[src/arsm_defs.svh]
// constants for the autoreclose supervisory state machine
// assumes a 100 MHz clock and a 1 ms time-base tick derived inside the block
`ifndef ARSM_DEFS_SVH
`define ARSM_DEFS_SVH
`define ARSM_CLK_HZ 100000000
`define ARSM_TICK_US 1000
`define ARSM_TICK_CYCLES ((`ARSM_CLK_HZ / 1000000) * `ARSM_TICK_US)
`define ARSM_BKR_SUP_MS 200
`define ARSM_TMR_W 16
`define ARSM_SHOT_W 3
`define ARSM_RATE_W 8
`define ARSM_HOUR_MS 3600000
`endif

[src/arsm_pkg.sv]
// types of the autoreclose supervisory state machine
// assumes arsm_defs.svh is not needed here; only enumerations live in this package
`default_nettype none
package arsm_pkg;
   // one-hot states, top level and run substates flattened
   typedef enum logic [10:0] {
      ARSM_STANDBY  = 11'h001,
      ARSM_MCB_WAIT = 11'h002,
      ARSM_READY    = 11'h004,
      ARSM_BLOCKED  = 11'h008,
      ARSM_LOCKOUT  = 11'h010,
      ARSM_RUN      = 11'h020,
      ARSM_WAIT_OPN = 11'h040,
      ARSM_DEAD     = 11'h080,
      ARSM_RECLOSE  = 11'h100,
      ARSM_R2R      = 11'h200,
      ARSM_LO_RST   = 11'h400
   } arsm_state_t;
endpackage
`default_nettype wire

[src/arsm_tick.sv]
// time-base divider: one-cycle pulse every tick period
// assumes a single free-running clock
`timescale 1ns/1ps
`default_nettype none
`include "arsm_defs.svh"
module arsm_tick #(
   parameter int TICK_CYCLES = `ARSM_TICK_CYCLES
) (
   // clock and reset
   input wire logic clk,
   input wire logic rstn,
   // tick
   output logic tick
);
   logic [31:0] cnt_q;
   always_ff @(posedge clk or negedge rstn) begin
      if (!rstn) begin
         cnt_q <= 32'h0000_0000;
         tick <= 1'b0;
      end else if (cnt_q == 32'(TICK_CYCLES - 1)) begin
         cnt_q <= 32'h0000_0000;
         tick <= 1'b1;
      end else begin
         cnt_q <= cnt_q + 32'h0000_0001;
         tick <= 1'b0;
      end
   end
endmodule // arsm_tick
`default_nettype wire

[src/arsm_sync.sv]
// three-flop synchroniser with agreement filter, one per input bit
// assumes inputs are asynchronous pins
`timescale 1ns/1ps
`default_nettype none
module arsm_sync #(
   parameter int W = 8
) (
   // clock and reset
   input wire logic clk,
   input wire logic rstn,
   // data
   input wire logic [W-1:0] din,
   output logic [W-1:0] dout
);
   logic [W-1:0] s1_q, s2_q, s3_q;
   genvar i;
   generate
      for (i = 0; i < W; i++) begin : g_bit
         always_ff @(posedge clk or negedge rstn) begin
            if (!rstn) begin
               s1_q[i] <= 1'b0;
               s2_q[i] <= 1'b0;
               s3_q[i] <= 1'b0;
               dout[i] <= 1'b0;
            end else begin
               s1_q[i] <= din[i];
               s2_q[i] <= s1_q[i];
               s3_q[i] <= s2_q[i];
               // a change counts once second and third agree
               if (s2_q[i] == s3_q[i]) begin
                  dout[i] <= s3_q[i];
               end
            end
         end
      end
   endgenerate
endmodule // arsm_sync
`default_nettype wire

[src/arsm_top.sv]
// autoreclose supervisory state machine, top level
// assumes asynchronous pins for breaker and protection inputs, static settings ports
`timescale 1ns/1ps
`default_nettype none
`include "arsm_defs.svh"
module arsm_top #(
   parameter int TICK_CYCLES = `ARSM_TICK_CYCLES,
   parameter int SHOTS = 4,
   parameter int HOUR_TICKS = `ARSM_HOUR_MS
) (
   // clock and reset
   input wire logic clk,
   input wire logic rstn,
   // configuration
   input wire logic func_enable,
   input wire logic breaker_assigned,
   input wire logic breaker_ready_used,
   input wire logic [`ARSM_SHOT_W-1:0] max_shots,
   input wire logic [`ARSM_RATE_W-1:0] reclose_rate_limit,
   input wire logic [`ARSM_TMR_W-1:0] manual_close_block_wait,
   input wire logic [`ARSM_TMR_W-1:0] fault_time,
   input wire logic [`ARSM_TMR_W-1:0] reclose_sup_time,
   input wire logic [`ARSM_TMR_W-1:0] run_to_ready_time,
   input wire logic [`ARSM_TMR_W-1:0] lockout_reset_time,
   input wire logic [SHOTS*`ARSM_TMR_W-1:0] dead_time,
   // pins from breaker and protection
   input wire logic breaker_closed,
   input wire logic breaker_ready,
   input wire logic initiate_pickup,
   input wire logic initiate_trip,
   input wire logic general_trip,
   input wire logic [1:0] external_block_inputs,
   input wire logic internal_block,
   input wire logic lockout_reset,
   input wire logic [1:0] service_alarm,
   // outputs
   output logic reclose_cmd,
   output logic [`ARSM_SHOT_W-1:0] shot_count,
   output arsm_pkg::arsm_state_t state,
   output logic success_flag,
   output logic failure_flag,
   output logic lockout_active
);
   // ------------------------------------------------------------
   // input conditioning
   // ------------------------------------------------------------
   localparam int NIN = 9;
   logic [NIN-1:0] raw_in, syn_in;
   assign raw_in = {breaker_closed, breaker_ready, initiate_pickup, initiate_trip,
                    general_trip, external_block_inputs, internal_block, lockout_reset};
   arsm_sync #(.W(NIN)) u_sync (
      .clk(clk),
      .rstn(rstn),
      .din(raw_in),
      .dout(syn_in)
   );
   logic cb_closed, cb_ready, ini_pu, ini_trip, gen_trip, int_blk, lo_rst;
   logic [1:0] ext_blk;
   assign cb_closed = syn_in[8];
   assign cb_ready = syn_in[7];
   assign ini_pu = syn_in[6];
   assign ini_trip = syn_in[5];
   assign gen_trip = syn_in[4];
   assign ext_blk = syn_in[3:2];
   assign int_blk = syn_in[1];
   assign lo_rst = syn_in[0];
   // service alarms are indication only, deliberately unused here
   logic unused_alarm;
   assign unused_alarm = ^service_alarm;

   // ------------------------------------------------------------
   // time base
   // ------------------------------------------------------------
   logic tick;
   arsm_tick #(.TICK_CYCLES(TICK_CYCLES)) u_tick (
      .clk(clk),
      .rstn(rstn),
      .tick(tick)
   );

   // ------------------------------------------------------------
   // qualifiers
   // ------------------------------------------------------------
   logic active, blocking, cb_closed_q, cb_close_evt, initiating, cb_ok;
   assign active = func_enable && breaker_assigned;
   assign blocking = active && ((|ext_blk) || int_blk);
   assign initiating = ini_pu || ini_trip;
   assign cb_ok = !breaker_ready_used || cb_ready;
   always_ff @(posedge clk or negedge rstn) begin
      if (!rstn) begin
         cb_closed_q <= 1'b0;
      end else begin
         cb_closed_q <= cb_closed;
      end
   end
   assign cb_close_evt = cb_closed && !cb_closed_q;

   // ------------------------------------------------------------
   // state timer and transitions
   // ------------------------------------------------------------
   arsm_pkg::arsm_state_t st_q, st_d;
   logic [`ARSM_TMR_W-1:0] tmr_q, tmr_d;
   logic [`ARSM_SHOT_W-1:0] shot_q, shot_d;
   logic tmr_done, lo_cause, rate_over, recl_d, succ_evt, fail_evt;
   logic [`ARSM_TMR_W-1:0] dead_sel;
   logic [`ARSM_RATE_W-1:0] cyc_q;
   logic [31:0] hour_q;
   localparam logic [`ARSM_TMR_W-1:0] BKR_SUP = `ARSM_TMR_W'(`ARSM_BKR_SUP_MS);
   localparam logic [`ARSM_TMR_W-1:0] TMR_ZERO = `ARSM_TMR_W'(0);

   assign tmr_done = (tmr_q == TMR_ZERO);
   assign rate_over = (cyc_q >= reclose_rate_limit);
   // shot 0 is the pre-shot with no dead timer; counter n picks slot n, the wait before shot n+1
   always_comb begin
      dead_sel = TMR_ZERO;
      for (int k = 0; k < SHOTS; k++) begin
         if (32'(shot_q) == k) begin
            dead_sel = dead_time[k*`ARSM_TMR_W +: `ARSM_TMR_W];
         end
      end
   end

   always_comb begin
      st_d = st_q;
      tmr_d = tmr_q;
      shot_d = shot_q;
      recl_d = 1'b0;
      succ_evt = 1'b0;
      fail_evt = 1'b0;
      lo_cause = 1'b0;
      if (tick && !tmr_done) begin
         tmr_d = tmr_q - `ARSM_TMR_W'(1);
      end
      unique case (st_q)
         arsm_pkg::ARSM_STANDBY: begin
            // no reclose is ever raised from here
            if (blocking) begin
               st_d = arsm_pkg::ARSM_BLOCKED;
            end else if (active && cb_close_evt) begin
               st_d = arsm_pkg::ARSM_MCB_WAIT;
               tmr_d = manual_close_block_wait;
            end
         end
         arsm_pkg::ARSM_MCB_WAIT: begin
            if (blocking) begin
               st_d = arsm_pkg::ARSM_BLOCKED;
            end else if (tmr_done) begin
               // breaker tripped meanwhile: fall back to standby, not lockout
               st_d = cb_closed ? arsm_pkg::ARSM_READY : arsm_pkg::ARSM_STANDBY;
            end
         end
         arsm_pkg::ARSM_READY: begin
            if (blocking) begin
               st_d = arsm_pkg::ARSM_BLOCKED;
            end else if (!active || !cb_closed) begin
               st_d = arsm_pkg::ARSM_STANDBY;
            end else if (initiating) begin
               if (rate_over) begin
                  st_d = arsm_pkg::ARSM_LOCKOUT;
               end else begin
                  st_d = arsm_pkg::ARSM_RUN;
                  tmr_d = fault_time;
                  shot_d = '0;
               end
            end
         end
         arsm_pkg::ARSM_BLOCKED: begin
            if (!blocking) begin
               st_d = cb_closed ? arsm_pkg::ARSM_READY : arsm_pkg::ARSM_STANDBY;
            end
         end
         arsm_pkg::ARSM_LOCKOUT: begin
            if (lo_rst) begin
               st_d = arsm_pkg::ARSM_LO_RST;
               tmr_d = lockout_reset_time;
            end
         end
         arsm_pkg::ARSM_LO_RST: begin
            if (tmr_done) begin
               st_d = cb_closed ? arsm_pkg::ARSM_READY : arsm_pkg::ARSM_STANDBY;
            end
         end
         arsm_pkg::ARSM_RUN: begin
            if (blocking) begin
               st_d = arsm_pkg::ARSM_BLOCKED;
            end else if (tmr_done) begin
               lo_cause = 1'b1;
            end else if (ini_trip) begin
               st_d = arsm_pkg::ARSM_WAIT_OPN;
               tmr_d = BKR_SUP;
            end
         end
         arsm_pkg::ARSM_WAIT_OPN: begin
            if (blocking) begin
               st_d = arsm_pkg::ARSM_BLOCKED;
            end else if (!cb_closed) begin
               st_d = arsm_pkg::ARSM_DEAD;
               tmr_d = dead_sel;
            end else if (tmr_done) begin
               lo_cause = 1'b1;
            end
         end
         arsm_pkg::ARSM_DEAD: begin
            if (blocking) begin
               st_d = arsm_pkg::ARSM_BLOCKED;
            end else if (cb_closed) begin
               lo_cause = 1'b1;
            end else if (tmr_done) begin
               if (!cb_ok || initiating || gen_trip) begin
                  lo_cause = 1'b1;
               end else begin
                  shot_d = shot_q + `ARSM_SHOT_W'(1);
                  recl_d = 1'b1;
                  st_d = arsm_pkg::ARSM_RECLOSE;
                  tmr_d = reclose_sup_time;
               end
            end
         end
         arsm_pkg::ARSM_RECLOSE: begin
            if (blocking) begin
               st_d = arsm_pkg::ARSM_BLOCKED;
            end else if (cb_closed) begin
               st_d = arsm_pkg::ARSM_R2R;
               tmr_d = run_to_ready_time;
            end else if (tmr_done) begin
               lo_cause = 1'b1;
            end
         end
         arsm_pkg::ARSM_R2R: begin
            if (blocking) begin
               st_d = arsm_pkg::ARSM_BLOCKED;
            end else if (initiating) begin
               if (shot_q >= max_shots) begin
                  lo_cause = 1'b1;
                  fail_evt = 1'b1;
               end else begin
                  st_d = arsm_pkg::ARSM_RUN;
                  tmr_d = fault_time;
               end
            end else if (tmr_done) begin
               st_d = arsm_pkg::ARSM_READY;
               succ_evt = 1'b1;
            end
         end
         default: begin
            st_d = arsm_pkg::ARSM_STANDBY;
         end
      endcase
      if (lo_cause) begin
         st_d = arsm_pkg::ARSM_LOCKOUT;
      end
   end

   always_ff @(posedge clk or negedge rstn) begin
      if (!rstn) begin
         st_q <= arsm_pkg::ARSM_STANDBY;
         tmr_q <= TMR_ZERO;
         shot_q <= '0;
      end else begin
         st_q <= st_d;
         tmr_q <= tmr_d;
         shot_q <= shot_d;
      end
   end

   // ------------------------------------------------------------
   // hourly cycle limit
   // ------------------------------------------------------------
   // fixed hour window, not sliding: cheaper, may admit up to twice the limit
   always_ff @(posedge clk or negedge rstn) begin
      if (!rstn) begin
         hour_q <= 32'h0000_0000;
         cyc_q <= '0;
      end else if (tick && hour_q == 32'(HOUR_TICKS - 1)) begin
         hour_q <= 32'h0000_0000;
         // a cycle ending on the window edge still counts, in the new window
         cyc_q <= (succ_evt || fail_evt) ? `ARSM_RATE_W'(1) : '0;
      end else begin
         if (tick) begin
            hour_q <= hour_q + 32'h0000_0001;
         end
         if ((succ_evt || fail_evt) && cyc_q != '1) begin
            cyc_q <= cyc_q + `ARSM_RATE_W'(1);
         end
      end
   end

   // ------------------------------------------------------------
   // outputs
   // ------------------------------------------------------------
   always_ff @(posedge clk or negedge rstn) begin
      if (!rstn) begin
         reclose_cmd <= 1'b0;
         shot_count <= '0;
         state <= arsm_pkg::ARSM_STANDBY;
         lockout_active <= 1'b0;
      end else begin
         reclose_cmd <= recl_d && (st_q != arsm_pkg::ARSM_STANDBY);
         shot_count <= shot_d;
         state <= st_d;
         lockout_active <= (st_d == arsm_pkg::ARSM_LOCKOUT) ||
                           (st_d == arsm_pkg::ARSM_LO_RST);
      end
   end

   // flags stick until the next cycle start
   always_ff @(posedge clk or negedge rstn) begin
      if (!rstn) begin
         success_flag <= 1'b0;
         failure_flag <= 1'b0;
      end else if (succ_evt) begin
         success_flag <= 1'b1;
         failure_flag <= 1'b0;
      end else if (fail_evt) begin
         failure_flag <= 1'b1;
         success_flag <= 1'b0;
      end else if (st_q == arsm_pkg::ARSM_READY && st_d == arsm_pkg::ARSM_RUN) begin
         success_flag <= 1'b0;
         failure_flag <= 1'b0;
      end
   end
endmodule // arsm_top
`default_nettype wire

[config.mk]
export PLATFORM = sky130hd
export DESIGN_NAME = arsm_top
export DESIGN_NICKNAME = d
export VERILOG_FILES = /design/src/arsm_pkg.sv /design/src/arsm_tick.sv /design/src/arsm_sync.sv /design/src/arsm_top.sv
export VERILOG_INCLUDE_DIRS = /design/src
export SDC_FILE = /design/constraint.sdc
export NUM_CORES = 1
export LEC_CHECK = 0
export ABC_AREA = 1
export ABC_CLOCK_PERIOD_IN_PS = 3230
export BUFFER_PORTS_ARGS = -buffer_cell sky130_fd_sc_hd__buf_2
export CAP_MARGIN = 20
export CORE_ASPECT_RATIO = 1.25
export CORE_UTILIZATION = 35
export CTS_BUF_LIST = sky130_fd_sc_hd__clkbuf_8 sky130_fd_sc_hd__clkbuf_16
export CTS_CLUSTER_DIAMETER = 40
export CTS_CLUSTER_SIZE = 8
export DETAILED_ROUTE_END_ITERATION = 10
export SYNTH_ARGS = -nofsm -noshare
export SYNTH_HDL_FRONTEND = slang
export SYNTH_SLANG_ARGS = --single-unit
[constraint.sdc]
create_clock -name clk -period 3.23 [get_ports clk]
set_input_delay 0.646 -clock clk [delete_from_list [all_inputs] [get_ports clk]]
set_output_delay 0.646 -clock clk [all_outputs]
set_load 0.01 [all_outputs]
==> results.cfg <==
[cells_and_area]
multi_input_area_sq_mm = 0.00575
final_cells = 2106
register_area_sq_mm = 0.00360
fillers = 3036
syn_to_final_growth_pct = 19.8
nets = 1893
fin_area_sq_mm = 0.0123
drive_gt1_share_pct = 17.9

[timing]
setup_viol = 0
worst_pin_slew_ps = 694
postLayoutSetupSlackWorst_ps = 499
setup_tns_ps = 0
finalCriticalPeriod_ps = 2730
fin_skew_ps = 9.89
fmax_ghz = 0.366
max_slew_margin_pct = 53.7
maxSlewViolCount = 0
hold_ws_ps = 196
min_period_over_period_pct = 84.6
rsz0062_at_grt = no
finalHoldViolCount = 0

[yosys]
synth_edf_count = 0
synth_nets = 1696
ys.flop_type = dfrtp_1
ys_seq_area_share_pct = 35.0
synth_cells = 1505
syn-cell-area_sq_mm = 0.0103
async_flop_share_pct = 100
yosysUniqueCellTypes = 53
yosysWarnings = 0
synth_area_per_cell_sq_um = 6.85
synth-seq-cells = 144

[clocking]
cts_resized = 0
htreeDepth = 4
clockBufferDepth = 2
clock-root-buffer = clkbuf_16
cts_setup_buffers = 0
ctsHoldBuffers = 0
cts_buffers = 17
clk_latency_ps = 450
path_clk_slew_ps = 70
cts_sinks = 144
cts_tree = built

[die]
fp-row-count = 69
dieHeight_microns = 194
core_area_sq_mm = 0.0287
pin_count = 189
initial_core_util_pct = 35.9
die_x_microns = 155
dieArea_sq_mm = 0.0301

[flow_run]
drv_cap = 0

[power_and_ir_drop]
peakVddDrop_v = 0.000410
p_leak_nw = 6.33
cellPowerDensity_mw_per_mm2 = 461

[detailed_routing]
routed_via_density = 5.17
firstDrtPassIters = 5
vias = 10880
drt_iter0_markers = 743
drc = 0
wire_per_inst_microns = 17.4
ant_nets = 0
routed_wl_mm = 36.5

[critical_path]
cp_max_fo = 16
crit_path_end_kind = flip-flop
critPathArrivalTime_ps = 3080
critical_path_required_ps = 3570
critPathKind = reg -> reg
crit_path_start_kind = flip-flop

[place]
gp_congestion = 0.972
port_buffers = 186
hpwl_mm = 28.9
postPlaceCellArea_sq_mm = 0.0118
dp_slack_ps = 376
post-place-cells = 2073

[global_routing]
grt_pass1_wl_mm = 56.9
grt_use_total_pct = 24.5
grt_max_degree = 65
grt_pass1_vias = 10758
antenna_found_initial = 2
gr-total-overflow = 0

[worst_hold_path]
min_path_type = in -> async

[status]
status = complete, no violations
-- final timing paths --
check,end,slack [ps],from,depth (start not counted)
worst max-delay path,tmr_q[10],500,shot_count[1],17
worst min-delay path,hour_q[13],200,rstn,1
worst max register to register,tmr_q[10],500,shot_count[1],17
worst min register to register,u_sync.s2_q[3],350,u_sync.s1_q[3],0
max in group asynchronous,state[0],2160,rstn,2
min in group clk,u_sync.s1_q[8],310,breaker_closed,1
-- where the power goes --
part	total (mW)	switching, mW	internal, mW
Clock	1.98	0.890	1.09
Combinational	1.69	1.13	0.554
Sequential	2.02	0.109	1.91
-- cell type report --
class / instances / area share, %
timing repair buffer: 207 / 8.97
sequential: 144 / 29.2
clock inverter: 15 / 1.27
tap: 390 / 3.95
antenna: 1 / 0.0203
clock buffer: 17 / 3.45
inverter: 215 / 6.54
multi-input combinational: 1117 / 46.6
-- cells by family (layout without fill, tap and decap cells) --
kind of cell	after synthesis	in the layout	synth area share (%)
compound gates	179	179	10.0
xor+xnor	40	40	3.40
fa+ha+maj	29	29	3.30
buf+inv	244	454	9.20
flops	144	144	35.0
other cells	0	1	0
simple gates	869	869	39.1
-- placed cells by master (no fill, tap or decap), types with 27 or more instances in the layout --
| master | count |
|---|---|
| inv_1 | 208 |
| buf_2 | 185 |
| nand3_1 | 148 |
| nand2_1 | 355 |
| xor2_1 | 36 |
| nor4_1 | 27 |
| nor3_1 | 47 |
| nand4_1 | 47 |
| o21ai_0 | 63 |
| a21oi_1 | 61 |
| dfrtp_1 | 143 |
| nor2_1 | 171 |
-- state kept, by name, summed over array words and instances (netlist names) --
name	count
state	11
cyc_q	8
cb_closed_q	1
u_sync.s2_q	9
reclose_cmd	1
shot_count	3
u_sync.s1_q	9
tmr_q	16
u_sync.s3_q	9
lockout_active	1
u_sync.dout	9
u_tick.cnt_q	32
u_tick.tick	1
hour_q	32
success_flag	1
failure_flag	1
-- stage by stage --
stage / power, mW / util (%)
after CTS: 5.72 / 43.1
after detailed placement: 3.72 / 41.0
after global placement: 3.71 / 41.0
final: 5.69 / 43.1
after floorplan: 3.14 / -
after global routing: 6.02 / 43.1
-- critical path, cell delays in order, from the launching register on --
cell and delay [ps]:
dfrtp_1 460, inv_1 100, ha_1 210, inv_1 390, nor2_1 80, buf_4 220
nand2_1 80, nand3_1 70, nand2_1 70, nand2_1 40, nand2_1 50, nand3_1 90
nor2_1 350, nand3_1 130, nor2_1 120, nand3b_1 80, nand2_1 60, inv_1 30
-- cell usage after synthesis (6+ instances only) --
| cell | instances | area (sq um) |
|---|---|---|
| nor2_2 | 16 | 100 |
| nand3b_1 | 9 | 67.6 |
| a21oi_1 | 61 | 305 |
| nand4_1 | 47 | 294 |
| dfrtp_1 | 143 | 3580 |
| o211ai_1 | 16 | 120 |
| buf_2 | 8 | 40.0 |
| nand2_2 | 10 | 62.6 |
| maj3_1 | 9 | 90.1 |
| or2_2 | 6 | 37.5 |
| a211oi_1 | 7 | 52.6 |
| inv_2 | 7 | 26.3 |
| o21ai_0 | 63 | 315 |
| clkbuf_1 | 16 | 60.1 |
| nor4_1 | 27 | 169 |
| nor2_4 | 13 | 146 |
| inv_1 | 207 | 777 |
| nor3_1 | 47 | 235 |
| nand3_1 | 148 | 741 |
| xor2_1 | 36 | 315 |
| ha_1 | 20 | 250 |
| nor2_1 | 171 | 642 |
| nand2_1 | 355 | 1330 |
-- per-layer routing --
metal  global-route usage [%]  routed length (microns)  up-vias
met1                     27.6                    14700     5048
li1                         -                        -     5349
met2                     42.6                    17700      381
met3                     4.02                     2100      100
met4                     15.7                     2100        2
met5                        0                       10        -
(Power assumes the default switching activity.)
